===== src/rtl/dsc_pkg.sv =====
// Shared constants and types of the drum storage controller
package dsc_pkg;

  // Device address answered on the processor I/O bus
  localparam logic [7:0] DEV_ADDR_DEF = 8'h86;

  // Direction command byte values, low two bits
  localparam logic [1:0] CMD_WRITE = 2'h1;
  localparam logic [1:0] CMD_READ  = 2'h2;

  // Status bit positions in the data byte; status bit 0 is the MSB
  localparam int ST_XFER_ERR = 7;
  localparam int ST_PARITY   = 6;
  localparam int ST_ZERO     = 5;
  localparam int ST_PROTECT  = 4;
  localparam int ST_BUSY     = 3;
  localparam int ST_EXAMINE  = 2;
  localparam int ST_EOM      = 1;
  localparam int ST_UNAVAIL  = 0;

  // Reset values
  localparam logic [7:0]  DATA_RST = 8'h00;
  localparam logic [15:0] ADDR_RST = 16'h0000;

  // Sector layout: four groups of 32 data bytes, each followed by a parity byte
  localparam logic [4:0] GPOS_LAST = 5'h1F;
  localparam logic [1:0] GRP_LAST  = 2'h3;

  // Highest valid sector address per drum capacity
  localparam logic [15:0] MAX_128K  = 16'h03FF;
  localparam logic [15:0] MAX_256K  = 16'h07FF;
  localparam logic [15:0] MAX_512K  = 16'h0FFF;
  localparam logic [15:0] MAX_1024K = 16'h1FFF;
  localparam logic [15:0] MAX_2048K = 16'h3FFF;
  localparam logic [2:0]  CAP_128K  = 3'h0;
  localparam logic [2:0]  CAP_256K  = 3'h1;
  localparam logic [2:0]  CAP_512K  = 3'h2;
  localparam logic [2:0]  CAP_1024K = 3'h3;

  // Protect group: 16 tracks of 32 sectors, so sector address bits 13:9
  localparam int PROT_LSB = 9;
  localparam int PROT_MSB = 13;

  // Data FIFO shape
  localparam int FIFO_WIDTH = 8;
  localparam int FIFO_DEPTH = 8;

  // One request cycle on the processor I/O bus
  typedef struct packed {
    logic [7:0] addr;
    logic [7:0] data;
    logic       sense;
    logic       out_cmd;
    logic       wr_data;
  } dsc_bus_req_t;

  // Drum byte slot sequencer
  typedef enum logic [2:0] {
    DSC_IDLE   = 3'b001,
    DSC_DATA   = 3'b010,
    DSC_PARITY = 3'b100
  } dsc_state_t;

endpackage


===== src/rtl/dsc_fifo.sv =====
// Byte FIFO with valid and ready on both sides
`timescale 1ns/100ps
module dsc_fifo #(
  parameter int WIDTH = 8,
  parameter int DEPTH = 8
) (
  // Clock and reset
  input  wire logic             clock_i,
  input  wire logic             reset_n_i,
  input  wire logic             flush_i,
  // Filling side
  input  wire logic             in_valid_i,
  input  wire logic [WIDTH-1:0] in_data_i,
  output logic                  in_ready_o,
  // Draining side
  output logic                  out_valid_o,
  output logic      [WIDTH-1:0] out_data_o,
  input  wire logic             out_ready_i
);
  localparam int AW = $clog2(DEPTH);

  logic [WIDTH-1:0] mem_r [DEPTH];
  logic [AW-1:0]    wr_ptr_r;
  logic [AW-1:0]    rd_ptr_r;
  logic [AW:0]      count_r;
  logic [AW:0]      count_nxt;
  logic             push;
  logic             pop;

  assign push = in_valid_i & in_ready_o;
  assign pop  = out_valid_o & out_ready_i;
  assign out_data_o = mem_r[rd_ptr_r];

  // Occupancy; flags come from the next count so they stay registered
  always_comb
  begin
    count_nxt = count_r + {{AW{1'b0}}, push} - {{AW{1'b0}}, pop};
    if (flush_i)
    begin
      count_nxt = '0;
    end
  end

  always_ff @(posedge clock_i or negedge reset_n_i)
  begin
    if (!reset_n_i)
    begin
      count_r     <= '0;
      wr_ptr_r    <= '0;
      rd_ptr_r    <= '0;
      in_ready_o  <= 1'b1;
      out_valid_o <= 1'b0;
    end
    else
    begin
      count_r     <= count_nxt;
      wr_ptr_r    <= flush_i ? '0 : wr_ptr_r + AW'(push);
      rd_ptr_r    <= flush_i ? '0 : rd_ptr_r + AW'(pop);
      in_ready_o  <= count_nxt != (AW+1)'(DEPTH);
      out_valid_o <= count_nxt != '0;
    end
  end

  // Storage needs no reset; empty flag guards stale words
  always_ff @(posedge clock_i)
  begin
    if (push)
    begin
      mem_r[wr_ptr_r] <= in_data_i;
    end
  end
endmodule


===== src/rtl/dsc_parity.sv =====
// Running parity character over one 32-byte group
`timescale 1ns/100ps
module dsc_parity (
  // Clock and reset
  input  wire logic       clock_i,
  input  wire logic       reset_n_i,
  // Control and data
  input  wire logic       clear_i,
  input  wire logic       load_i,
  input  wire logic [7:0] byte_i,
  output logic      [7:0] parity_o
);
  // Column XOR of every byte since the last clear
  always_ff @(posedge clock_i or negedge reset_n_i)
  begin
    if (!reset_n_i)
    begin
      parity_o <= dsc_pkg::DATA_RST;
    end
    else if (clear_i)
    begin
      parity_o <= dsc_pkg::DATA_RST;
    end
    else if (load_i)
    begin
      parity_o <= parity_o ^ byte_i;
    end
  end
endmodule


===== src/rtl/dsc_ctrl.sv =====
// Drum storage controller: bus registers, byte sequencer, status
// What this block does
// (RQ1) Initialization selects read direction and clears all status flags except busy, which it sets.
// (RQ2) Answers the processor bus at its own address only while channel idle.
// (RQ3) Sense requests return the status byte; command and data write requests answer with zero.
// (RQ4) Transfer error sets when a byte is lost in either direction.
// (RQ5) Transfer error sets when a command picks both or neither direction.
// (RQ6) Status bit 1 reports a drum read parity error.
// (RQ7) Status bit 3 reports a write into a protected region.
// (RQ8) Busy bit low only when a byte can move with the channel.
// (RQ9) Examine is the OR of the three error flags and ends transfers.
// (RQ10) End of medium sets past the top address and ends transfers.
// (RQ11) Device unavailable on wrong speed or heads off; ends transfers.
// (RQ12) Heads engage only after minimum speed; unavailable until then.
// (RQ13) Software sends commands only while the channel is idle.
// (RQ14) Command 0x01 selects write direction, core to drum.
// (RQ15) Command 0x02 selects read direction, drum to core.
// (RQ16) Start address loads as two data writes, high byte first.
// (RQ17) Top start address follows drum capacity, 0x03FF up to 0x3FFF.
// (RQ18) Device address defaults to 0x86 and is a build option.
// (RQ19) Software loads drum and core addresses before the channel starts.
// (RQ20) Sectors hold 128 data bytes plus parity, 32 per track.
// (RQ21) Parity byte written after each 32 bytes, checked on read.
// (RQ22) Write into a protected 16-track group sets flags, ends transfer.
// (RQ23) Status bit 2 always reads zero.
// (RQ24) Sector address advances by one per 128-byte sector.
`timescale 1ns/100ps
module dsc_ctrl #(
  parameter logic [7:0] DEV_ADDR = dsc_pkg::DEV_ADDR_DEF
) (
  // Clock and reset
  input  wire logic                  clock_i,
  input  wire logic                  reset_n_i,
  // Processor I/O bus
  input  wire dsc_pkg::dsc_bus_req_t bus_req_i,
  input  wire logic                  chan_idle_i,
  output logic                       bus_resp_o,
  output logic                [7:0]  bus_data_o,
  // Selector channel byte stream
  input  wire logic                  chan_wr_valid_i,
  input  wire logic           [7:0]  chan_wr_data_i,
  output logic                       chan_wr_ready_o,
  output logic                       chan_rd_valid_o,
  output logic                [7:0]  chan_rd_data_o,
  input  wire logic                  chan_rd_ready_i,
  output logic                       chan_busy_o,
  output logic                       chan_term_o,
  // Drum byte slots
  input  wire logic                  drum_tick_i,
  input  wire logic           [7:0]  drum_rd_data_i,
  output logic                [7:0]  drum_wr_data_o,
  output logic                       drum_wr_en_o,
  output logic               [15:0]  drum_sector_o,
  // Drum condition and straps
  input  wire logic                  drum_speed_ok_i,
  input  wire logic                  drum_heads_ok_i,
  output logic                       drum_heads_engage_o,
  input  wire logic           [2:0]  cap_sel_i,
  input  wire logic          [31:0]  protect_i
);
  dsc_pkg::dsc_state_t state_r;
  logic [4:0]  gpos_r;
  logic [1:0]  grp_r;
  logic        addr_hi_done_r;
  logic        wr_mode_r;
  logic        transfer_error_flag_r;
  logic        pty_r;
  logic        wpv_r;
  logic        eom_r;
  logic        du_r;
  logic        busy_r;
  logic [15:0] max_lim;
  logic        hit;
  logic        cmd_hit;
  logic        cmd_bad;
  logic        load_lo;
  logic        examine;
  logic        stop_w;
  logic        data_tick;
  logic        par_tick;
  logic        sect_end;
  logic        protected_w;
  logic        lost_w;
  logic        par_bad;
  logic        fifo_in_valid;
  logic [7:0]  fifo_in_data;
  logic        fifo_in_ready;
  logic        fifo_out_valid;
  logic [7:0]  fifo_out_data;
  logic        fifo_out_ready;
  logic [7:0]  parity;
  logic [7:0]  status_w;

  // Bus decode; a busy channel hides the controller entirely
  assign hit     = chan_idle_i & (bus_req_i.addr == DEV_ADDR); // see RQ2, see RQ18
  assign cmd_hit = hit & bus_req_i.out_cmd;
  assign cmd_bad = (bus_req_i.data[1:0] != dsc_pkg::CMD_WRITE)
                 & (bus_req_i.data[1:0] != dsc_pkg::CMD_READ);
  assign load_lo = hit & bus_req_i.wr_data & addr_hi_done_r;

  // Capacity limit; unknown codes take the largest drum
  always_comb
  begin
    case (cap_sel_i)
      dsc_pkg::CAP_128K:  max_lim = dsc_pkg::MAX_128K;  // see RQ17
      dsc_pkg::CAP_256K:  max_lim = dsc_pkg::MAX_256K;
      dsc_pkg::CAP_512K:  max_lim = dsc_pkg::MAX_512K;
      dsc_pkg::CAP_1024K: max_lim = dsc_pkg::MAX_1024K;
      default:            max_lim = dsc_pkg::MAX_2048K;
    endcase
  end

  // Terminating conditions
  assign examine = transfer_error_flag_r | pty_r | wpv_r; // see RQ9
  assign stop_w  = examine | eom_r | du_r; // see RQ10, see RQ11

  // Byte slot qualifiers
  assign data_tick   = drum_tick_i & (state_r == dsc_pkg::DSC_DATA) & ~stop_w;
  assign par_tick    = drum_tick_i & (state_r == dsc_pkg::DSC_PARITY) & ~stop_w;
  assign sect_end    = par_tick & (grp_r == dsc_pkg::GRP_LAST);
  assign protected_w = wr_mode_r & protect_i[drum_sector_o[dsc_pkg::PROT_MSB:dsc_pkg::PROT_LSB]];
  // A slot with nothing to give or nowhere to put is a lost byte
  assign lost_w  = data_tick & ~protected_w
                 & (wr_mode_r ? ~fifo_out_valid : ~fifo_in_ready); // see RQ4
  assign par_bad = par_tick & ~wr_mode_r & (drum_rd_data_i != parity); // see RQ21

  // FIFO steering by direction
  assign fifo_in_valid  = wr_mode_r ? chan_wr_valid_i : data_tick;
  assign fifo_in_data   = wr_mode_r ? chan_wr_data_i : drum_rd_data_i;
  assign fifo_out_ready = wr_mode_r ? (data_tick & ~protected_w) : chan_rd_ready_i;
  assign chan_wr_ready_o = fifo_in_ready;
  assign chan_rd_valid_o = fifo_out_valid;
  assign chan_rd_data_o  = fifo_out_data;

  dsc_fifo #(
    .WIDTH (dsc_pkg::FIFO_WIDTH),
    .DEPTH (dsc_pkg::FIFO_DEPTH)
  ) u_fifo (
    .clock_i     (clock_i),
    .reset_n_i   (reset_n_i),
    .flush_i     (state_r == dsc_pkg::DSC_IDLE),
    .in_valid_i  (fifo_in_valid),
    .in_data_i   (fifo_in_data),
    .in_ready_o  (fifo_in_ready),
    .out_valid_o (fifo_out_valid),
    .out_data_o  (fifo_out_data),
    .out_ready_i (fifo_out_ready)
  );

  // Parity accumulates data bytes in both directions
  dsc_parity u_parity (
    .clock_i   (clock_i),
    .reset_n_i (reset_n_i),
    .clear_i   (par_tick | (state_r == dsc_pkg::DSC_IDLE)),
    .load_i    (data_tick & ~lost_w & ~protected_w),
    .byte_i    (wr_mode_r ? fifo_out_data : drum_rd_data_i),
    .parity_o  (parity)
  );

  // Slot sequencer; the first tick after start is taken as a sector start
  always_ff @(posedge clock_i or negedge reset_n_i)
  begin
    if (!reset_n_i)
    begin
      state_r <= dsc_pkg::DSC_IDLE;
      gpos_r  <= '0;
      grp_r   <= '0;
    end
    else if (chan_idle_i | stop_w)
    begin
      state_r <= dsc_pkg::DSC_IDLE; // see RQ9, see RQ10, see RQ11
      gpos_r  <= '0;
      grp_r   <= '0;
    end
    else
    begin
      case (state_r)
        dsc_pkg::DSC_IDLE:
          state_r <= dsc_pkg::DSC_DATA;
        dsc_pkg::DSC_DATA:
          if (data_tick)
          begin
            gpos_r <= gpos_r + 5'h01;
            if (gpos_r == dsc_pkg::GPOS_LAST)
            begin
              state_r <= dsc_pkg::DSC_PARITY; // see RQ20
            end
          end
        dsc_pkg::DSC_PARITY:
          if (par_tick)
          begin
            grp_r   <= grp_r + 2'h1;
            state_r <= dsc_pkg::DSC_DATA;
          end
        default:
          state_r <= dsc_pkg::DSC_IDLE;
      endcase
    end
  end

  // Drum write path: data from FIFO, parity after each group
  always_ff @(posedge clock_i or negedge reset_n_i)
  begin
    if (!reset_n_i)
    begin
      drum_wr_en_o   <= 1'b0;
      drum_wr_data_o <= dsc_pkg::DATA_RST;
    end
    else
    begin
      drum_wr_en_o <= 1'b0;
      if (wr_mode_r & data_tick & ~protected_w & fifo_out_valid)
      begin
        drum_wr_en_o   <= 1'b1;
        drum_wr_data_o <= fifo_out_data;
      end
      else if (wr_mode_r & par_tick)
      begin
        drum_wr_en_o   <= 1'b1; // see RQ21
        drum_wr_data_o <= parity;
      end
    end
  end

  // Start address load and per-sector advance
  always_ff @(posedge clock_i or negedge reset_n_i)
  begin
    if (!reset_n_i)
    begin
      drum_sector_o  <= dsc_pkg::ADDR_RST;
      addr_hi_done_r <= 1'b0;
    end
    else
    begin
      if (cmd_hit)
      begin
        addr_hi_done_r <= 1'b0; // Command realigns the byte pairing
      end
      else if (hit & bus_req_i.wr_data)
      begin
        addr_hi_done_r <= ~addr_hi_done_r; // see RQ16
        if (addr_hi_done_r)
        begin
          drum_sector_o[7:0] <= bus_req_i.data;
        end
        else
        begin
          drum_sector_o[15:8] <= bus_req_i.data;
        end
      end
      else if (sect_end)
      begin
        drum_sector_o <= drum_sector_o + 16'h0001; // see RQ24
      end
    end
  end

  // Direction; reset leaves read selected
  always_ff @(posedge clock_i or negedge reset_n_i)
  begin
    if (!reset_n_i)
    begin
      wr_mode_r <= 1'b0; // see RQ1
    end
    else if (cmd_hit & (bus_req_i.data[1:0] == dsc_pkg::CMD_WRITE))
    begin
      wr_mode_r <= 1'b1; // see RQ14
    end
    else if (cmd_hit & (bus_req_i.data[1:0] == dsc_pkg::CMD_READ))
    begin
      wr_mode_r <= 1'b0; // see RQ15
    end
  end

  // Sticky error flags; a good command clears them, but a set wins
  always_ff @(posedge clock_i or negedge reset_n_i)
  begin
    if (!reset_n_i)
    begin
      transfer_error_flag_r <= 1'b0; // see RQ1
      pty_r  <= 1'b0;
      wpv_r  <= 1'b0;
      eom_r  <= 1'b0;
    end
    else
    begin
      if (cmd_hit & ~cmd_bad)
      begin
        transfer_error_flag_r <= 1'b0;
        pty_r  <= 1'b0;
        wpv_r  <= 1'b0;
        eom_r  <= 1'b0;
      end
      if (lost_w | (cmd_hit & cmd_bad))
      begin
        transfer_error_flag_r <= 1'b1; // see RQ4, see RQ5
      end
      if (par_bad)
      begin
        pty_r <= 1'b1; // see RQ6
      end
      if (data_tick & protected_w)
      begin
        wpv_r <= 1'b1; // see RQ7, see RQ22
      end
      if ((load_lo & ({drum_sector_o[15:8], bus_req_i.data} > max_lim))
          | (sect_end & (drum_sector_o >= max_lim)))
      begin
        eom_r <= 1'b1; // see RQ10
      end
    end
  end

  // Heads follow speed; unavailable tracks both, a cycle later
  always_ff @(posedge clock_i or negedge reset_n_i)
  begin
    if (!reset_n_i)
    begin
      drum_heads_engage_o <= 1'b0;
      du_r                <= 1'b0; // see RQ1
    end
    else
    begin
      drum_heads_engage_o <= drum_speed_ok_i; // see RQ12
      du_r <= ~drum_speed_ok_i | ~drum_heads_ok_i | ~drum_heads_engage_o; // see RQ11
    end
  end

  // Busy: low only while a byte can move with the channel
  always_ff @(posedge clock_i or negedge reset_n_i)
  begin
    if (!reset_n_i)
    begin
      busy_r      <= 1'b1;
      chan_term_o <= 1'b0;
    end
    else
    begin
      busy_r <= (state_r == dsc_pkg::DSC_IDLE) | stop_w
              | (wr_mode_r ? ~fifo_in_ready : ~fifo_out_valid); // see RQ8
      chan_term_o <= ~chan_idle_i & stop_w;
    end
  end
  assign chan_busy_o = busy_r;

  // Status byte as returned on the bus
  always_comb
  begin
    status_w = dsc_pkg::DATA_RST;
    status_w[dsc_pkg::ST_XFER_ERR] = transfer_error_flag_r;
    status_w[dsc_pkg::ST_PARITY]   = pty_r;
    status_w[dsc_pkg::ST_PROTECT]  = wpv_r;
    status_w[dsc_pkg::ST_BUSY]     = busy_r;
    status_w[dsc_pkg::ST_EXAMINE]  = examine;
    status_w[dsc_pkg::ST_EOM]      = eom_r;
    status_w[dsc_pkg::ST_UNAVAIL]  = du_r;
    status_w[dsc_pkg::ST_ZERO]     = 1'b0; // see RQ23
  end

  // Bus answer one cycle after an addressed request
  always_ff @(posedge clock_i or negedge reset_n_i)
  begin
    if (!reset_n_i)
    begin
      bus_resp_o <= 1'b0;
      bus_data_o <= dsc_pkg::DATA_RST;
    end
    else
    begin
      bus_resp_o <= hit & (bus_req_i.sense | bus_req_i.out_cmd | bus_req_i.wr_data);
      bus_data_o <= (hit & bus_req_i.sense) ? status_w : dsc_pkg::DATA_RST; // see RQ3
    end
  end

  // Checks
  AST_RESET_READ: assert property (@(posedge clock_i) // see RQ1
    $rose(reset_n_i) |-> !wr_mode_r && !transfer_error_flag_r && !pty_r && !wpv_r && !eom_r)
    else $error("controller not in read mode with clear flags after reset");
  AST_SILENT_BUSY: assert property (@(posedge clock_i) disable iff (!reset_n_i) // see RQ2
    !chan_idle_i |=> !bus_resp_o)
    else $error("bus answer while channel busy");
  AST_SENSE_DATA: assert property (@(posedge clock_i) disable iff (!reset_n_i) // see RQ3
    hit && bus_req_i.sense |=> bus_resp_o && bus_data_o == $past(status_w))
    else $error("sense did not return status");
  AST_LOST_BYTE: assert property (@(posedge clock_i) disable iff (!reset_n_i) // see RQ4
    lost_w |=> transfer_error_flag_r ##1 state_r == dsc_pkg::DSC_IDLE)
    else $error("lost byte not flagged or not stopped");
  AST_BAD_CMD: assert property (@(posedge clock_i) disable iff (!reset_n_i) // see RQ5
    cmd_hit && cmd_bad |=> transfer_error_flag_r && wr_mode_r == $past(wr_mode_r))
    else $error("bad direction command not flagged");
  AST_PARITY: assert property (@(posedge clock_i) disable iff (!reset_n_i) // see RQ21
    par_bad |=> pty_r && bus_data_o[dsc_pkg::ST_ZERO] == 1'b0)
    else $error("parity mismatch not flagged");
  AST_STOP: assert property (@(posedge clock_i) disable iff (!reset_n_i) // see RQ9
    examine || eom_r || du_r |=> state_r == dsc_pkg::DSC_IDLE && busy_r)
    else $error("transfer continued after terminating status");
  AST_WRITE_CMD: assert property (@(posedge clock_i) disable iff (!reset_n_i) // see RQ14
    cmd_hit && bus_req_i.data[1:0] == dsc_pkg::CMD_WRITE |=> wr_mode_r && !transfer_error_flag_r)
    else $error("write command did not select write");
  AST_HEADS: assert property (@(posedge clock_i) disable iff (!reset_n_i) // see RQ12
    !drum_speed_ok_i |=> !drum_heads_engage_o && du_r)
    else $error("heads engaged below speed");
  AST_SECT_ADV: assert property (@(posedge clock_i) disable iff (!reset_n_i) // see RQ24
    sect_end |=> drum_sector_o == $past(drum_sector_o) + 16'h0001)
    else $error("sector address did not advance");
  AST_PROTECT: assert property (@(posedge clock_i) disable iff (!reset_n_i) // see RQ22
    data_tick && protected_w |=> wpv_r && !drum_wr_en_o)
    else $error("protected write not refused");
  AST_ADDR_EOM: assert property (@(posedge clock_i) disable iff (!reset_n_i) // see RQ10
    load_lo && {drum_sector_o[15:8], bus_req_i.data} > max_lim |=> eom_r)
    else $error("start address beyond drum not flagged");

  COV_SECTOR: cover property (@(posedge clock_i) disable iff (!reset_n_i) sect_end);
  COV_WRITE_PAR: cover property (@(posedge clock_i) disable iff (!reset_n_i)
    wr_mode_r && par_tick);
  COV_FIFO_FULL: cover property (@(posedge clock_i) disable iff (!reset_n_i)
    state_r == dsc_pkg::DSC_DATA && !fifo_in_ready);
  COV_SENSE: cover property (@(posedge clock_i) disable iff (!reset_n_i)
    hit && bus_req_i.sense && examine);
endmodule


===== config.mk =====
export PLATFORM = sky130hd
export DESIGN_NAME = dsc_ctrl
export DESIGN_NICKNAME = d
export VERILOG_FILES = /design/src/rtl/dsc_pkg.sv /design/src/rtl/dsc_fifo.sv /design/src/rtl/dsc_parity.sv /design/src/rtl/dsc_ctrl.sv
export SDC_FILE = /design/constraint.sdc
export NUM_CORES = 1
export LEC_CHECK = 0
export BUFFER_PORTS_ARGS = -buffer_cell sky130_fd_sc_hd__buf_4
export CORE_ASPECT_RATIO = 1.25
export CORE_MARGIN = 2
export CORE_UTILIZATION = 25
export CTS_BUF_LIST = sky130_fd_sc_hd__clkbuf_4 sky130_fd_sc_hd__clkbuf_8
export DETAILED_ROUTE_END_ITERATION = 6
export MAX_ROUTING_LAYER = met4
export PLACE_DENSITY = 0.47
export SYNTH_ARGS = -nofsm -noshare
export SYNTH_HDL_FRONTEND = slang
export SYNTH_SLANG_ARGS = --single-unit

===== constraint.sdc =====
create_clock -name clock_i -period 3.4 [get_ports clock_i]
set_input_delay 0.17 -clock clock_i [delete_from_list [all_inputs] [get_ports clock_i]]
set_output_delay 0.17 -clock clock_i [all_outputs]
set_load 0.05 [all_outputs]

==> impl_metrics.json <==
{
  "p_sw_share_pct": 22.1,
  "power.density_nw_per_um2": 384,
  "utilization_pct": 32.7,
  "grt_max_degree": 74,
  "hold_class": "input port to flip-flop",
  "drive_gt1_share_pct": 31.4,
  "ios": 125,
  "yosys_warnings": 0,
  "cts_max_level": 4,
  "via_per_inst": 4.77,
  "p_int_w": 0.00264,
  "worstSetupPathType": "flip-flop to flip-flop",
  "die_width_microns": 152,
  "required_ps": 3730,
  "post-route-drc-count": 0,
  "slew-limit-headroom_pct": 32.9,
  "hold_depth": 3,
  "syn-instance-count": 569,
  "numCtsBuffers": 17,
  "reg2reg_depth": 12,
  "area_growth_pct": 28.2,
  "wl_per_cell_microns": 18.0,
  "start_util_pct": 25.5,
  "cts.sinks": 137,
  "antenna_found_initial": 0,
  "wirelength_mm": 19.3,
  "synth_edf_count": 64,
  "port_buffers": 123,
  "pwr-share-clk_pct": 43.1,
  "p_seq_share_pct": 51.4,
  "grt_pass1_vias": 5384,
  "grt_first_pass_wirelength_mm": 30.5,
  "drv_cap": 0,
  "hold_end": "drum_sector_o[15]",
  "root_buffer": "clkbuf_8",
  "fin_hold_ws_ps": 59.0,
  "fin_skew_ps": 19.8,
  "die_h_microns": 190,
  "slew_viol_final": 0,
  "gp_congestion": 0.795,
  "yosysMostFrequentCell": "dfrtp_1",
  "tightest_slew_ps": 1010,
  "ys.flop_type": "dfrtp_1",
  "synth-seq-cells": 137,
  "postRouteAntennaNets": 0,
  "synth_top_area_cell": "edfxtp_1",
  "hpwl_mm": 13.7,
  "end_kind": "flip-flop",
  "dr_total_vias": 5115,
  "clkSlewWorstSetupHoldPaths_ps": 90,
  "fillers": 2742,
  "leakage_nw": 3.69,
  "comb_power_share_pct": 5.5,
  "ir_drop_mv": 0.228,
  "yosysSeqAreaShare_pct": 54.5,
  "r2r_setup_slack_ps": 200,
  "first_pass_iters": 4,
  "worstSetupStartpointType": "flip-flop",
  "synth.distinct_cells": 57,
  "synthesis.nets": 667,
  "clk_latency_ps": 460,
  "setup_viol": 0,
  "worst_ep_arrival_time_ps": 3530,
  "period_minus_slack_ps": 3200,
  "synthTopCellsByArea": "edfxtp_1 (28%), dfrtp_1 (25%), mux4_2 (6.5%), mux2i_1 (4.8%), ha_1 (3.5%)",
  "synth_top_area_share_pct": 27.9,
  "synth_common_cells": "dfrtp_1 (70), edfxtp_1 (64), nand2_1 (41)",
  "syn_area_per_cell_sq_um": 12.1,
  "design.core.area_sq_um": 27000,
  "layout_worst_path_cycle_share_pct": 94.0,
  "grt_remaining_overflow": 0,
  "dp_cells": 1029,
  "crit_path_max_fanout": 8,
  "clock.fmax_mhz": 313,
  "finalPower_w": 0.00339,
  "setup_tns_ps": 0,
  "fp.dieArea_sq_um": 28900,
  "finalHoldViolCount": 0,
  "final_nets": 812,
  "grt_setup_unrepaired": "false",
  "row_count": 67,
  "status": "finished clean",
  "async_reset_ff_share_pct": 53.3,
  "initialDrtViolationCount": 255,
  "p_switching_w": 0.000749,
  "clockBufferDepth": 2,
  "r2r-end": "u_fifo.out_valid_o",
  "regToRegStartpoint": "drum_sector_o[9]",
  "syn_area_sq_um": 6890,
  "grt_usage_pct": 14.1,
  "cts_tree": "built",
  "hold_path.startpoint": "bus_req_i[10]",
  "stdcell_count": 1072,
  "antenna_cells": 0
}
## power by group through the flow
stage / clock network, W / logic [W] / registers [W]
6_report: 0.00146 / 0.000187 / 0.00174
2_1_floorplan: 0 / 0.0000581 / 0.00178
3_3_place_gp: 0 / 0.000186 / 0.00178
4_1_cts: 0.00150 / 0.000192 / 0.00174
3_5_place_dp: 0 / 0.000185 / 0.00178
5_1_grt: 0.00158 / 0.000208 / 0.00174
## cells by family after synthesis
logic type,after synthesis,synth area share [%]
AND/OR/NAND/NOR,170,13.0
other,1,0.0544
buffers and inverters,53,3.27
adder cells (fa/ha/maj),20,3.74
flip-flops,137,54.5
XOR/XNOR,18,2.29
AO/OA/AOI/OAI,106,9.61
multiplexers,64,13.6
## how the worst max path moves through the flow
stage	from	end	slack, ps	cells after the start
after floorplan	drum_sector_o[9]	u_fifo.out_valid_o	-80	15
after global placement	drum_sector_o[9]	u_fifo.out_valid_o	220	12
after detailed placement	drum_sector_o[9]	u_fifo.out_valid_o	160	12
after CTS	drum_sector_o[9]	u_fifo.out_valid_o	110	12
after global routing	drum_sector_o[9]	u_fifo.out_valid_o	30	12
final	drum_sector_o[9]	u_fifo.out_valid_o	200	12
## flip-flops by register name, summed over array words and instances (netlist names), 2 cells and up
signal / cells
u_fifo.mem_r: 64
grp_r: 2
state_r: 3
drum_wr_data_o: 8
gpos_r: 5
drum_sector_o: 16
u_parity.parity_o: 8
u_fifo.wr_ptr_r: 3
u_fifo.count_r: 4
bus_data_o: 7
u_fifo.rd_ptr_r: 3
## worst max-delay path, cell delays in order, from the launching register on
cell	delay (ps)
dfrtp_2	480
mux4_2	530
nand2b_1	170
a32oi_2	190
a32oi_2	130
o31ai_4	240
ha_1	270
inv_1	60
ha_2	180
fa_1	400
and2_4	150
nor3_2	180
o21ai_1	90
## cell usage in the layout, fill, tap and decap left out, drive strengths merged, types with 5 or more instances in the layout
cell,instances
a21o,5
a21oi,40
and2,7
and3,11
buf,150
clkbuf,19
clkinv,5
dfrtp,70
dlygate4sd3,7
edfxtp,64
ha,19
inv,24
mux2,9
mux2i,33
mux4,22
nand2,41
nand2b,9
nand3,17
nand4,9
nor2,35
nor3,11
o21ai,23
o31ai,12
or4,8
xnor2,14
## layer usage
layer | share of wire [%] | track usage [%]
met3 | 4.6 | 3.42
met4 | 2.0 | 4.38
met5 | 0 | -
met1 | 43 | 16.7
met2 | 50 | 24.0
## stage by stage
stage / instance area (sq um) / worst slack, ps
detailed placement: 8300 / 165
global route: 8830 / 30.2
finish: 8830 / 205
CTS: 8790 / 110
global placement: 8300 / 219
floorplan: 6930 / -83.7
## repair_timing
item / CTS / global route
hold buffers: 7 / 0
setup buffers: 0 / 4
endpoints found under the setup margin: 0 / 2
endpoints found under the hold margin: 77 / 0
gates resized for setup: 0 / 1
## cell type report
cell class,count,area [sq um],area share [%]
Multi-Input combinational cell,379,2940,33.3
Sequential cell,137,3750,42.5
Inverter,22,82.6,0.935
Tap cell,345,432,4.89
Timing Repair Buffer,157,1200,13.5
Clock inverter,13,175,1.98
Clock buffer,19,249,2.82
Note: power is estimated with default switching activity, not from simulation.
